### src/verilog/mip_defines.svh
`ifndef MIP_DEFINES_SVH
`define MIP_DEFINES_SVH

// Clock and conversion of least times to whole cycles
`define MIP_CLK_PERIOD_PS   4000
`define MIP_NS_TO_CYC(ns)   ((((ns) * 1000) + `MIP_CLK_PERIOD_PS - 1) / `MIP_CLK_PERIOD_PS)
`define MIP_MAX(a, b)       (((a) > (b)) ? (a) : (b))

// Times in ns and in clock cycles of the memory clock
`define MIP_T_PWR_HOLD_NS   200000
`define MIP_T_RST_HOLD_NS   100
`define MIP_T_CKE_SETUP_NS  10
`define MIP_T_INIT_WAIT_NS  500000
`define MIP_T_CLK_STAB_NS   10
`define MIP_T_CLK_STAB_TCK  5
`define MIP_T_XS_NS         10
`define MIP_T_XPR_TCK       5

`define MIP_PWR_HOLD_CYC    `MIP_NS_TO_CYC(`MIP_T_PWR_HOLD_NS)
`define MIP_RST_HOLD_CYC    `MIP_NS_TO_CYC(`MIP_T_RST_HOLD_NS)
`define MIP_CKE_SETUP_CYC   `MIP_NS_TO_CYC(`MIP_T_CKE_SETUP_NS)
`define MIP_INIT_WAIT_CYC   `MIP_NS_TO_CYC(`MIP_T_INIT_WAIT_NS)
`define MIP_CLK_STAB_CYC    `MIP_MAX(`MIP_NS_TO_CYC(`MIP_T_CLK_STAB_NS), `MIP_T_CLK_STAB_TCK)
`define MIP_XPR_CYC         `MIP_MAX(`MIP_NS_TO_CYC(`MIP_T_XS_NS), `MIP_T_XPR_TCK)
`define MIP_MRD_CYC         8
`define MIP_MOD_CYC         24
`define MIP_DLLK_CYC        1024
`define MIP_ZQINIT_CYC      1024
`define MIP_RP_CYC          8
`define MIP_ST_CYC          64

// Register indices
`define MIP_REG_CTRL        4'h0
`define MIP_REG_STATUS      4'h1
`define MIP_REG_MR_BASE     4'h2
`define MIP_REG_MR_LAST     4'h8

// Control and status fields
`define MIP_CTRL_WARM       0
`define MIP_CTRL_STORE      1
`define MIP_CTRL_UPD        2
`define MIP_CTRL_SEL_LSB    4
`define MIP_STAT_READY      0
`define MIP_STAT_STORED     1
`define MIP_STAT_STATE_LSB  8

// Command encodings {act_n, ras_n, cas_n, we_n}
`define MIP_CMD_DES         4'hf
`define MIP_CMD_MRS         4'h8
`define MIP_CMD_ZQ          4'he
`define MIP_CMD_PRE         4'ha
`define MIP_CMD_STORE       4'h9
`define MIP_A10             10

// Mode register field positions
`define MIP_MR_RCW          3'h7
`define MIP_MR1_DLL_EN      0
`define MIP_MR0_DLL_RST     8
`define MIP_MR3_GEARDOWN    3
`define MIP_MR3_PDA         4
`define MIP_MR4_MPSM        1
`define MIP_MR4_CAL_LSB     6
`define MIP_MR4_CAL_MSB     8
`define MIP_MR5_PAR_LSB     0
`define MIP_MR5_PAR_MSB     2

`endif

### src/verilog/mip_pkg.sv
package mip_pkg;

    typedef enum logic [4:0] {
        C_PWR_HOLD, C_RST_HOLD, C_INIT_WAIT, C_CLK_STAB, C_CKE_UP, C_XPR,
        C_MRS, C_MRS_WAIT, C_ZQ, C_ZQ_WAIT, C_READY,
        C_PRE, C_PRE_WAIT, C_STORE, C_ST_WAIT, C_UPD, C_UPD_WAIT
    } mip_cstate_type;

    typedef enum logic [2:0] {
        D_RESET, D_INIT, D_WAIT_CKE, D_CONFIG, D_CAL, D_READY
    } mip_dstate_type;

    typedef logic [13:0] mip_addr_type;

endpackage : mip_pkg

### src/verilog/mip_if.sv
`timescale 1ns/1ns
interface mip_if;
    logic                 reset_n;
    logic                 ck_en;
    logic                 cke;
    logic                 cs_n;
    logic [3:0]           cmd;
    logic [1:0]           bg;
    logic [1:0]           ba;
    mip_pkg::mip_addr_type addr;
    logic                 odt;

    modport ctrl (output reset_n, ck_en, cke, cs_n, cmd, bg, ba, addr, odt);
    modport dev  (input  reset_n, ck_en, cke, cs_n, cmd, bg, ba, addr, odt);
endinterface : mip_if

### src/verilog/mip_ctrl.sv
// The address map and the strobed register port were decided locally.
`timescale 1ns/1ns
`include "mip_defines.svh"
module mip_ctrl #(
    parameter int unsigned PWR_HOLD_CYC  = `MIP_PWR_HOLD_CYC,
    parameter int unsigned INIT_WAIT_CYC = `MIP_INIT_WAIT_CYC,
    parameter int unsigned MRD_CYC       = `MIP_MRD_CYC,
    parameter int unsigned MOD_CYC       = `MIP_MOD_CYC,
    parameter int unsigned DLLK_CYC      = `MIP_DLLK_CYC,
    parameter int unsigned ZQINIT_CYC    = `MIP_ZQINIT_CYC,
    parameter int unsigned RP_CYC        = `MIP_RP_CYC,
    parameter int unsigned ST_CYC        = `MIP_ST_CYC,
    parameter int unsigned CNT_W         = 20
) (
    input  wire logic        clock_i,
    input  wire logic        rst_n_i,
    input  wire logic [3:0]  reg_addr_i,
    input  wire logic [31:0] reg_wdata_i,
    input  wire logic        reg_wr_i,
    input  wire logic        reg_rd_i,
    output logic      [31:0] reg_rdata_o,
    mip_if.ctrl              mem
);
    if (PWR_HOLD_CYC < `MIP_CKE_SETUP_CYC || INIT_WAIT_CYC < 1 || MRD_CYC < 1 || MOD_CYC < 1 ||
        DLLK_CYC < 1 || ZQINIT_CYC < 1 || RP_CYC < 1 || ST_CYC < 1 ||
        PWR_HOLD_CYC >= (1 << CNT_W) || INIT_WAIT_CYC >= (1 << CNT_W) ||
        DLLK_CYC >= (1 << CNT_W) || ZQINIT_CYC >= (1 << CNT_W) || ST_CYC >= (1 << CNT_W)) begin : g_bad_cfg
        $error("mip_ctrl: count out of range for CNT_W");
    end

    // Load value of a down counter that expires after n cycles
    function automatic logic [CNT_W-1:0] ld(input int unsigned n);
        return CNT_W'(n - 1);
    endfunction : ld

    // Initialization order MR3, MR6, MR5, MR4, MR2, MR1, MR0
    function automatic logic [2:0] mr_order(input logic [2:0] idx);
        case (idx)
            3'h0:    return 3'h3;
            3'h1:    return 3'h6;
            3'h2:    return 3'h5;
            3'h3:    return 3'h4;
            3'h4:    return 3'h2;
            3'h5:    return 3'h1;
            default: return 3'h0;
        endcase
    endfunction : mr_order

    // Full register image with fields forced to safe values
    function automatic logic [13:0] mr_force(input logic [2:0] sel, input logic [13:0] val,
                                             input logic init);
        logic [13:0] v;
        v = val;
        case (sel)
            3'h0: if (init) v[`MIP_MR0_DLL_RST] = 1'b1;
            3'h1: v[`MIP_MR1_DLL_EN] = 1'b1;
            3'h3: begin
                v[`MIP_MR3_GEARDOWN] = 1'b0;
                v[`MIP_MR3_PDA]      = 1'b0;
            end
            3'h4: begin
                v[`MIP_MR4_MPSM] = 1'b0;
                v[`MIP_MR4_CAL_MSB:`MIP_MR4_CAL_LSB] = 3'h0;
            end
            3'h5: v[`MIP_MR5_PAR_MSB:`MIP_MR5_PAR_LSB] = 3'h0;
            default: v = val;
        endcase
        return v;
    endfunction : mr_force

    mip_pkg::mip_cstate_type st_q, st_d;
    logic [CNT_W-1:0]        cnt_q, cnt_d;
    logic [2:0]              idx_q, idx_d;
    logic [13:0]             mr_q [7];
    logic                    op_store_q;
    logic [2:0]              upd_sel_q;
    logic                    stored_q;
    logic [31:0]             rdata_q;
    logic                    reset_n_q, ck_en_q, cke_q, cs_n_q;
    logic [3:0]              cmd_q;
    logic [2:0]              sel_q;
    logic [13:0]             addr_q;

    wire cnt_done  = (cnt_q == '0);
    wire ctrl_wr   = reg_wr_i && reg_addr_i == `MIP_REG_CTRL;
    wire stat_wr   = reg_wr_i && reg_addr_i == `MIP_REG_STATUS;
    wire is_ready  = (st_q == mip_pkg::C_READY);
    wire warm_req  = ctrl_wr && reg_wdata_i[`MIP_CTRL_WARM];
    wire store_req = ctrl_wr && reg_wdata_i[`MIP_CTRL_STORE];
    wire upd_req   = ctrl_wr && reg_wdata_i[`MIP_CTRL_UPD];
    wire [2:0] req_sel = reg_wdata_i[`MIP_CTRL_SEL_LSB +: 3];
    wire store_end = (st_q == mip_pkg::C_ST_WAIT) && cnt_done;

    always_comb begin
        st_d  = st_q;
        idx_d = idx_q;
        cnt_d = cnt_done ? cnt_q : cnt_q - 1'b1;
        case (st_q)
            mip_pkg::C_PWR_HOLD, mip_pkg::C_RST_HOLD: begin
                if (cnt_done) begin
                    st_d  = mip_pkg::C_INIT_WAIT;
                    cnt_d = ld(INIT_WAIT_CYC);
                end
            end
            mip_pkg::C_INIT_WAIT: begin
                if (cnt_done) begin
                    st_d  = mip_pkg::C_CLK_STAB;
                    cnt_d = ld(`MIP_CLK_STAB_CYC);
                end
            end
            mip_pkg::C_CLK_STAB: begin
                if (cnt_done) st_d = mip_pkg::C_CKE_UP;
            end
            mip_pkg::C_CKE_UP: begin
                st_d  = mip_pkg::C_XPR;
                cnt_d = ld(`MIP_XPR_CYC);
            end
            mip_pkg::C_XPR: begin
                if (cnt_done) begin
                    st_d  = mip_pkg::C_MRS;
                    idx_d = 3'h0;
                end
            end
            mip_pkg::C_MRS: begin
                st_d  = mip_pkg::C_MRS_WAIT;
                cnt_d = (idx_q == 3'h6) ? ld(MOD_CYC) : ld(MRD_CYC);
            end
            mip_pkg::C_MRS_WAIT: begin
                if (cnt_done) begin
                    if (idx_q == 3'h6) begin
                        st_d = mip_pkg::C_ZQ;
                    end else begin
                        st_d  = mip_pkg::C_MRS;
                        idx_d = idx_q + 3'h1;
                    end
                end
            end
            mip_pkg::C_ZQ: begin
                st_d  = mip_pkg::C_ZQ_WAIT;
                cnt_d = ld(`MIP_MAX(DLLK_CYC, ZQINIT_CYC));
            end
            mip_pkg::C_ZQ_WAIT: begin
                if (cnt_done) st_d = mip_pkg::C_READY;
            end
            mip_pkg::C_READY: begin
                if (warm_req) begin
                    st_d  = mip_pkg::C_RST_HOLD;
                    cnt_d = ld(`MIP_RST_HOLD_CYC);
                end else if (store_req || upd_req) begin
                    st_d = mip_pkg::C_PRE;
                end
            end
            mip_pkg::C_PRE: begin
                st_d  = mip_pkg::C_PRE_WAIT;
                cnt_d = ld(RP_CYC);
            end
            mip_pkg::C_PRE_WAIT: begin
                if (cnt_done) st_d = op_store_q ? mip_pkg::C_STORE : mip_pkg::C_UPD;
            end
            mip_pkg::C_STORE: begin
                st_d  = mip_pkg::C_ST_WAIT;
                cnt_d = ld(ST_CYC);
            end
            mip_pkg::C_UPD: begin
                st_d  = mip_pkg::C_UPD_WAIT;
                cnt_d = ld(MOD_CYC);
            end
            mip_pkg::C_ST_WAIT, mip_pkg::C_UPD_WAIT: begin
                if (cnt_done) st_d = mip_pkg::C_READY;
            end
            default: st_d = mip_pkg::C_PWR_HOLD;
        endcase
    end

    // Pin values decoded from the current state
    wire        in_rst    = (st_q == mip_pkg::C_PWR_HOLD) || (st_q == mip_pkg::C_RST_HOLD);
    wire        cke_low   = in_rst || st_q == mip_pkg::C_INIT_WAIT || st_q == mip_pkg::C_CLK_STAB;
    wire        iss_init  = (st_q == mip_pkg::C_MRS);
    wire        iss_mrs   = iss_init || st_q == mip_pkg::C_UPD;
    wire        iss_zq    = (st_q == mip_pkg::C_ZQ);
    wire        iss_pre   = (st_q == mip_pkg::C_PRE);
    wire        iss_store = (st_q == mip_pkg::C_STORE);
    wire [2:0]  sel_d     = iss_init ? mr_order(idx_q) : upd_sel_q;
    wire [3:0]  cmd_d     = iss_mrs   ? `MIP_CMD_MRS :
                            iss_zq    ? `MIP_CMD_ZQ :
                            iss_pre   ? `MIP_CMD_PRE :
                            iss_store ? `MIP_CMD_STORE : `MIP_CMD_DES;
    wire [13:0] a10_word  = 14'h0001 << `MIP_A10;
    wire [13:0] addr_d    = iss_mrs ? mr_force(sel_d, mr_q[sel_d], iss_init) :
                            (iss_zq || iss_pre || iss_store) ? a10_word : 14'h0000;
    wire [31:0] stat_word = {19'h0, 5'(st_q), 6'h0, stored_q, is_ready};
    wire [3:0]  mr_off    = reg_addr_i - `MIP_REG_MR_BASE;
    wire        mr_hit    = reg_addr_i >= `MIP_REG_MR_BASE && reg_addr_i <= `MIP_REG_MR_LAST;
    wire [31:0] rd_mux    = (reg_addr_i == `MIP_REG_STATUS) ? stat_word :
                            mr_hit ? {18'h0, mr_q[mr_off[2:0]]} : 32'h0;

    always_ff @(posedge clock_i) begin
        if (!rst_n_i) begin
            st_q       <= mip_pkg::C_PWR_HOLD;
            cnt_q      <= ld(PWR_HOLD_CYC);
            idx_q      <= 3'h0;
            op_store_q <= 1'b0;
            upd_sel_q  <= 3'h0;
            stored_q   <= 1'b0;
            rdata_q    <= 32'h0;
        end else begin
            st_q    <= st_d;
            cnt_q   <= cnt_d;
            idx_q   <= idx_d;
            rdata_q <= reg_rd_i ? rd_mux : 32'h0;
            if (is_ready && !warm_req && (store_req || upd_req)) begin
                op_store_q <= store_req;
                upd_sel_q  <= req_sel;
            end
            // Set wins over write-one-to-clear
            stored_q <= store_end || (stored_q && !(stat_wr && reg_wdata_i[`MIP_STAT_STORED]));
        end
    end

    always_ff @(posedge clock_i) begin
        if (!rst_n_i) begin
            reset_n_q <= 1'b0;
            ck_en_q   <= 1'b0;
            cke_q     <= 1'b0;
            cs_n_q    <= 1'b1;
            cmd_q     <= `MIP_CMD_DES;
            sel_q     <= 3'h0;
            addr_q    <= 14'h0000;
        end else begin
            reset_n_q <= !in_rst;
            ck_en_q   <= !in_rst;
            cke_q     <= !cke_low;
            cs_n_q    <= (cmd_d == `MIP_CMD_DES);
            cmd_q     <= cmd_d;
            sel_q     <= sel_d;
            addr_q    <= addr_d;
        end
    end

    for (genvar i = 0; i < 7; i++) begin : g_mr
        always_ff @(posedge clock_i) begin
            if (!rst_n_i) begin
                mr_q[i] <= 14'h0000;
            end else if (reg_wr_i && mr_hit && mr_off[2:0] == 3'(i)) begin
                mr_q[i] <= reg_wdata_i[13:0];
            end
        end
    end

    assign mem.reset_n = reset_n_q;
    assign mem.ck_en   = ck_en_q;
    assign mem.cke     = cke_q;
    assign mem.cs_n    = cs_n_q;
    assign mem.cmd     = cmd_q;
    assign mem.bg      = {1'b0, sel_q[2]};
    assign mem.ba      = sel_q[1:0];
    assign mem.addr    = addr_q;
    assign mem.odt     = 1'b0;
    assign reg_rdata_o = rdata_q;
endmodule : mip_ctrl

### src/flat_wrapper.sv
// flat-port wrapper written by rule: the top's interface ports become plain ports
module mip_ctrl_flat 
#(
    parameter int unsigned PWR_HOLD_CYC  = `MIP_PWR_HOLD_CYC,
    parameter int unsigned INIT_WAIT_CYC = `MIP_INIT_WAIT_CYC,
    parameter int unsigned MRD_CYC       = `MIP_MRD_CYC,
    parameter int unsigned MOD_CYC       = `MIP_MOD_CYC,
    parameter int unsigned DLLK_CYC      = `MIP_DLLK_CYC,
    parameter int unsigned ZQINIT_CYC    = `MIP_ZQINIT_CYC,
    parameter int unsigned RP_CYC        = `MIP_RP_CYC,
    parameter int unsigned ST_CYC        = `MIP_ST_CYC,
    parameter int unsigned CNT_W         = 20
)
  (clock_i, rst_n_i, reg_addr_i, reg_wdata_i, reg_wr_i, reg_rd_i, reg_rdata_o, mem_reset_n, mem_ck_en, mem_cke, mem_cs_n, mem_cmd, mem_bg, mem_ba, mem_addr, mem_odt);
  mip_if mem_i ();
  input  wire logic clock_i;
  input  wire logic rst_n_i;
  input  wire logic [3:0] reg_addr_i;
  input  wire logic [31:0] reg_wdata_i;
  input  wire logic reg_wr_i;
  input  wire logic reg_rd_i;
  output logic      [31:0] reg_rdata_o;
  output wire logic [$bits(mem_i.reset_n)-1:0] mem_reset_n;
  output wire logic [$bits(mem_i.ck_en)-1:0] mem_ck_en;
  output wire logic [$bits(mem_i.cke)-1:0] mem_cke;
  output wire logic [$bits(mem_i.cs_n)-1:0] mem_cs_n;
  output wire logic [$bits(mem_i.cmd)-1:0] mem_cmd;
  output wire logic [$bits(mem_i.bg)-1:0] mem_bg;
  output wire logic [$bits(mem_i.ba)-1:0] mem_ba;
  output wire logic [$bits(mem_i.addr)-1:0] mem_addr;
  output wire logic [$bits(mem_i.odt)-1:0] mem_odt;
  assign mem_reset_n = mem_i.reset_n;
  assign mem_ck_en = mem_i.ck_en;
  assign mem_cke = mem_i.cke;
  assign mem_cs_n = mem_i.cs_n;
  assign mem_cmd = mem_i.cmd;
  assign mem_bg = mem_i.bg;
  assign mem_ba = mem_i.ba;
  assign mem_addr = mem_i.addr;
  assign mem_odt = mem_i.odt;
  mip_ctrl #(.PWR_HOLD_CYC(PWR_HOLD_CYC), .INIT_WAIT_CYC(INIT_WAIT_CYC), .MRD_CYC(MRD_CYC), .MOD_CYC(MOD_CYC), .DLLK_CYC(DLLK_CYC), .ZQINIT_CYC(ZQINIT_CYC), .RP_CYC(RP_CYC), .ST_CYC(ST_CYC), .CNT_W(CNT_W)) u_core (.clock_i(clock_i), .rst_n_i(rst_n_i), .reg_addr_i(reg_addr_i), .reg_wdata_i(reg_wdata_i), .reg_wr_i(reg_wr_i), .reg_rd_i(reg_rd_i), .reg_rdata_o(reg_rdata_o), .mem(mem_i));
endmodule
### config.mk
export PLATFORM = sky130hd
export DESIGN_NAME = mip_ctrl_flat
export DESIGN_NICKNAME = d
export VERILOG_FILES = /design/src/verilog/mip_pkg.sv /design/src/verilog/mip_if.sv /design/src/verilog/mip_ctrl.sv /design/src/flat_wrapper.sv
export VERILOG_INCLUDE_DIRS = /design/src /design/src/verilog
export SDC_FILE = /design/constraint.sdc
export NUM_CORES = 1
export LEC_CHECK = 0
export BUFFER_PORTS_ARGS = -buffer_cell sky130_fd_sc_hd__buf_4
export CAP_MARGIN = 20
export CORE_AREA = 2 2 152 154
export DETAILED_ROUTE_END_ITERATION = 8
export DIE_AREA = 0 0 154 156
export HOLD_SLACK_MARGIN = 0.03
export MAX_ROUTING_LAYER = met4
export PLACE_DENSITY = 0.6
export SLEW_MARGIN = 10
export SYNTH_ARGS = -nofsm -noshare
export SYNTH_HDL_FRONTEND = slang
export SYNTH_SLANG_ARGS = --single-unit
### constraint.sdc
create_clock -name clock_i -period 7.7 [get_ports clock_i]
set_input_delay 0.77 -clock clock_i [delete_from_list [all_inputs] [get_ports clock_i]]
set_output_delay 0.77 -clock clock_i [all_outputs]
set_load 0.02 [all_outputs]
==> summary.txt <==
Final Hold Viols: 0
1st-iter DRT viols: 593
Crit path max fanout: 27
Synth Register Bits: 168
DR WL/cell: 20.0 um
Synth unique cells: 67
Mapped Cells: 829
Worst VDD drop: 116 uV
Fmax: 279 MHz
Reg2Reg Setup Slack: 4.11 ns
Top FF cell, synth: edfxtp_1
Share of layout cells above drive strength 1: 18.4%
Critical path data arrival time: 3.87 ns
Top layer in use: met4
Initial antenna violation count: 1
Initial core utilization: 39.2%
# resized after CTS: 0
Yosys synthesis warning count: 0
Relative slew slack: 24.4%
Largest net degree at the start of global routing: 50
Post-synth EDFFs: 98
# setup viols final: 0
# Max-Cap Violations: 0
Actual slew at the worst max-slew pin: 1.13 ns
Die area: 24,000 um^2
DRC: 0
Number of setup buffers added after CTS: 0
Worst setup path start: u_core.st_q[2]$_SDFFE_PN0P_
Final period util: 46.6%
Async SR Flop Fraction: 0%
Pwr dens: 204 nW/um^2
Lkg Pwr: 3.72 nW
Worst-path clk slew: 0.07 ns
Via density: 5.53
Core Area: 22,400 um^2
Post-route ant nets: 0
Design Area, Final: 10,000 um^2
Data required time of the worst path: 7.99 ns
Diode count: 0
Nets: 925
Fin Setup TNS: 0 ns
Final WL: 23.5 mm
Reg2Reg Depth: 6
Syn avg cell area: 10.6 um^2
Mapped Area: 8780 um^2
Met1 WL: 10.7 mm
RSZ-0062 raised after global routing: false
Setup ws final: 4.11 ns
Min-delay worst type: register to register
Non-Filler Instances: 1,173
GRT overflow: 0
Reg2Reg Launch Point: u_core.st_q[2]$_SDFFE_PN0P_
Pwr Total: 2.05 mW
Final Slew Violations: 0
Gpl congestion: 0.837
DP Cell Count: 1,140
Hold Path Depth: 2
Most common cell after layout, fill and taps aside: and2_1
Cell Area, Placed: 9410 um^2
Die Width: 154 um
Met3 wire len: 1.18 mm
Tmin final: 3.59 ns
Chip height: 156 um
Hold_buf cts: 0
Root Buffer: clkbuf_16
GRT Overall Usage: 20.6%
# port buffers: 59
First-pass GRT wire length: 36.5 mm
Crit. End Element: register
Status: finished clean
Hold endpoint: u_core.op_store_q$_SDFFE_PN0P_
I/O pins: 99
Vias: 6,485
Row Count: 55
CTS Buf Count: 17
Met2 Wirelength: 11.1 mm
Setup crit start kind: register
CTS max path bufs: 2
# clock sinks: 168
Dpl hpwl: 15.1 mm
Area delta synth->final: 14.3%
Hold Crit Start: u_core.op_store_q$_SDFFE_PN0P_
Setup CP Type: register to register
Seq/Total Area, Yosys: 49.5%
Clock skew: 0.00962 ns
Reg2reg end: u_core.mem.addr[3]$_SDFF_PP0_
Most frequent cells in the layout: and2_1, edfxtp_1, nor2_1, buf_4, dfxtp_1
Pre-CTS setup slack: 3.69 ns
Vias in the first global route: 6,222
CTS tree: yes
Skew-Pair Late Insertion Delay: 0.44 ns
Number of H-tree levels: 4
DRT Pass-1 Iters: 6
-- how the worst max path moves through the flow --
stage,cells after the start,end
global placement,5,u_core.mr_q[6][12]$_SDFFCE_PN0P_
finish,6,u_core.mem.addr[3]$_SDFF_PP0_
floorplan,5,u_core.mr_q[5][0]$_SDFFCE_PN0P_
global route,6,u_core.mem.addr[12]$_SDFF_PN0_
detailed placement,5,u_core.mr_q[1][5]$_SDFFCE_PN0P_
CTS,6,u_core.mem.addr[5]$_SDFF_PN0_
-- layout make-up --
type,count,area (um^2)
fillers,2086,12300
flip-flops and latches,168,4340
multi-input cells,594,4060
repair buffers,79,608
clock buffers,18,429
well taps,285,357
clock inverters,14,179
inverters,15,56.3
-- stage by stage --
stage | utilization, % | hold slack (ns)
5_1_grt | 44.9 | 0.523
4_1_cts | 44.8 | 0.502
3_5_place_dp | 42.1 | 0.486
6_report | 44.9 | 0.494
3_3_place_gp | 42.0 | 0.477
2_1_floorplan | - | 0.454
-- registers in the layout, indices dropped and copies added (netlist names) --
name                count
u_core.mr_q            98
u_core.mem.reset_n      1
u_core.mem.cmd          3
u_core.mem.cke          1
u_core.reg_rdata_o     14
u_core.mem.cs_n         1
u_core.mem.addr        14
u_core.upd_sel_q        3
u_core.cnt_q           20
u_core.st_q             5
u_core.op_store_q       1
u_core.sel_q            3
u_core.idx_q            3
u_core.stored_q         1
-- power by group --
group	total, mW	switching (mW)	internal, mW
logic	0.158	0.0949	0.0635
registers	1.00	0.0185	0.986
clock network	0.888	0.395	0.493
total	2.05	0.508	1.54
-- cells in the mapped netlist (4+ instances only) --
cell type,count,area [um^2]
nand2b_1,10,62.6
nor2_1,76,285
o21ai_0,30,150
nand3_1,20,100
buf_2,9,45.0
o211ai_1,4,30.0
buf_4,24,180
a21oi_1,40,200
a22oi_1,8,60.1
dfxtp_1,70,1400
nand4_1,6,37.5
ha_1,10,125
or2_2,4,25.0
mux4_2,14,315
o2bb2ai_1,5,43.8
clkbuf_1,33,124
xnor2_1,8,70.1
a31o_2,4,35.0
a211oi_1,10,75.1
mux2i_1,47,470
o21bai_1,4,30.0
edfxtp_1,98,2940
or3_1,7,43.8
nand2_1,43,161
a31oi_1,4,25.0
a221oi_1,7,61.3
inv_1,15,56.3
xor2_1,7,61.3
nor3_1,20,100
o31ai_1,5,37.5
and2_1,101,632
mux2_2,20,225
nor4_1,7,43.8
-- routing by layer --
metal | vias to the layer above | global-route usage, %
met5 | - | -
met4 | 0 | 7.48
met3 | 32 | 3.03
met2 | 203 | 31.9
met1 | 3189 | 27.7
li1 | 3061 | -
-- logic make-up after synthesis --
kind of cell	count (synthesis)	synth area share, %
other	2	0.0856
flip-flops	168	49.5
adder cells (fa/ha/maj)	10	1.43
buffers and inverters	86	5.20
XOR/XNOR	15	1.50
multiplexers	81	11.5
AO/OA/AOI/OAI	149	11.5
AND/OR/NAND/NOR	318	19.2
-- critical path, cell delays in order, from the launching register on --
cell	delay, ns
dfxtp_1	0.90
nand2b_1	0.34
nor2_2	0.55
o21a_1	0.90
nor2_4	0.20
a221oi_1	0.46
a2111oi_2	0.07
Note: power is estimated with default switching activity, not from simulation.
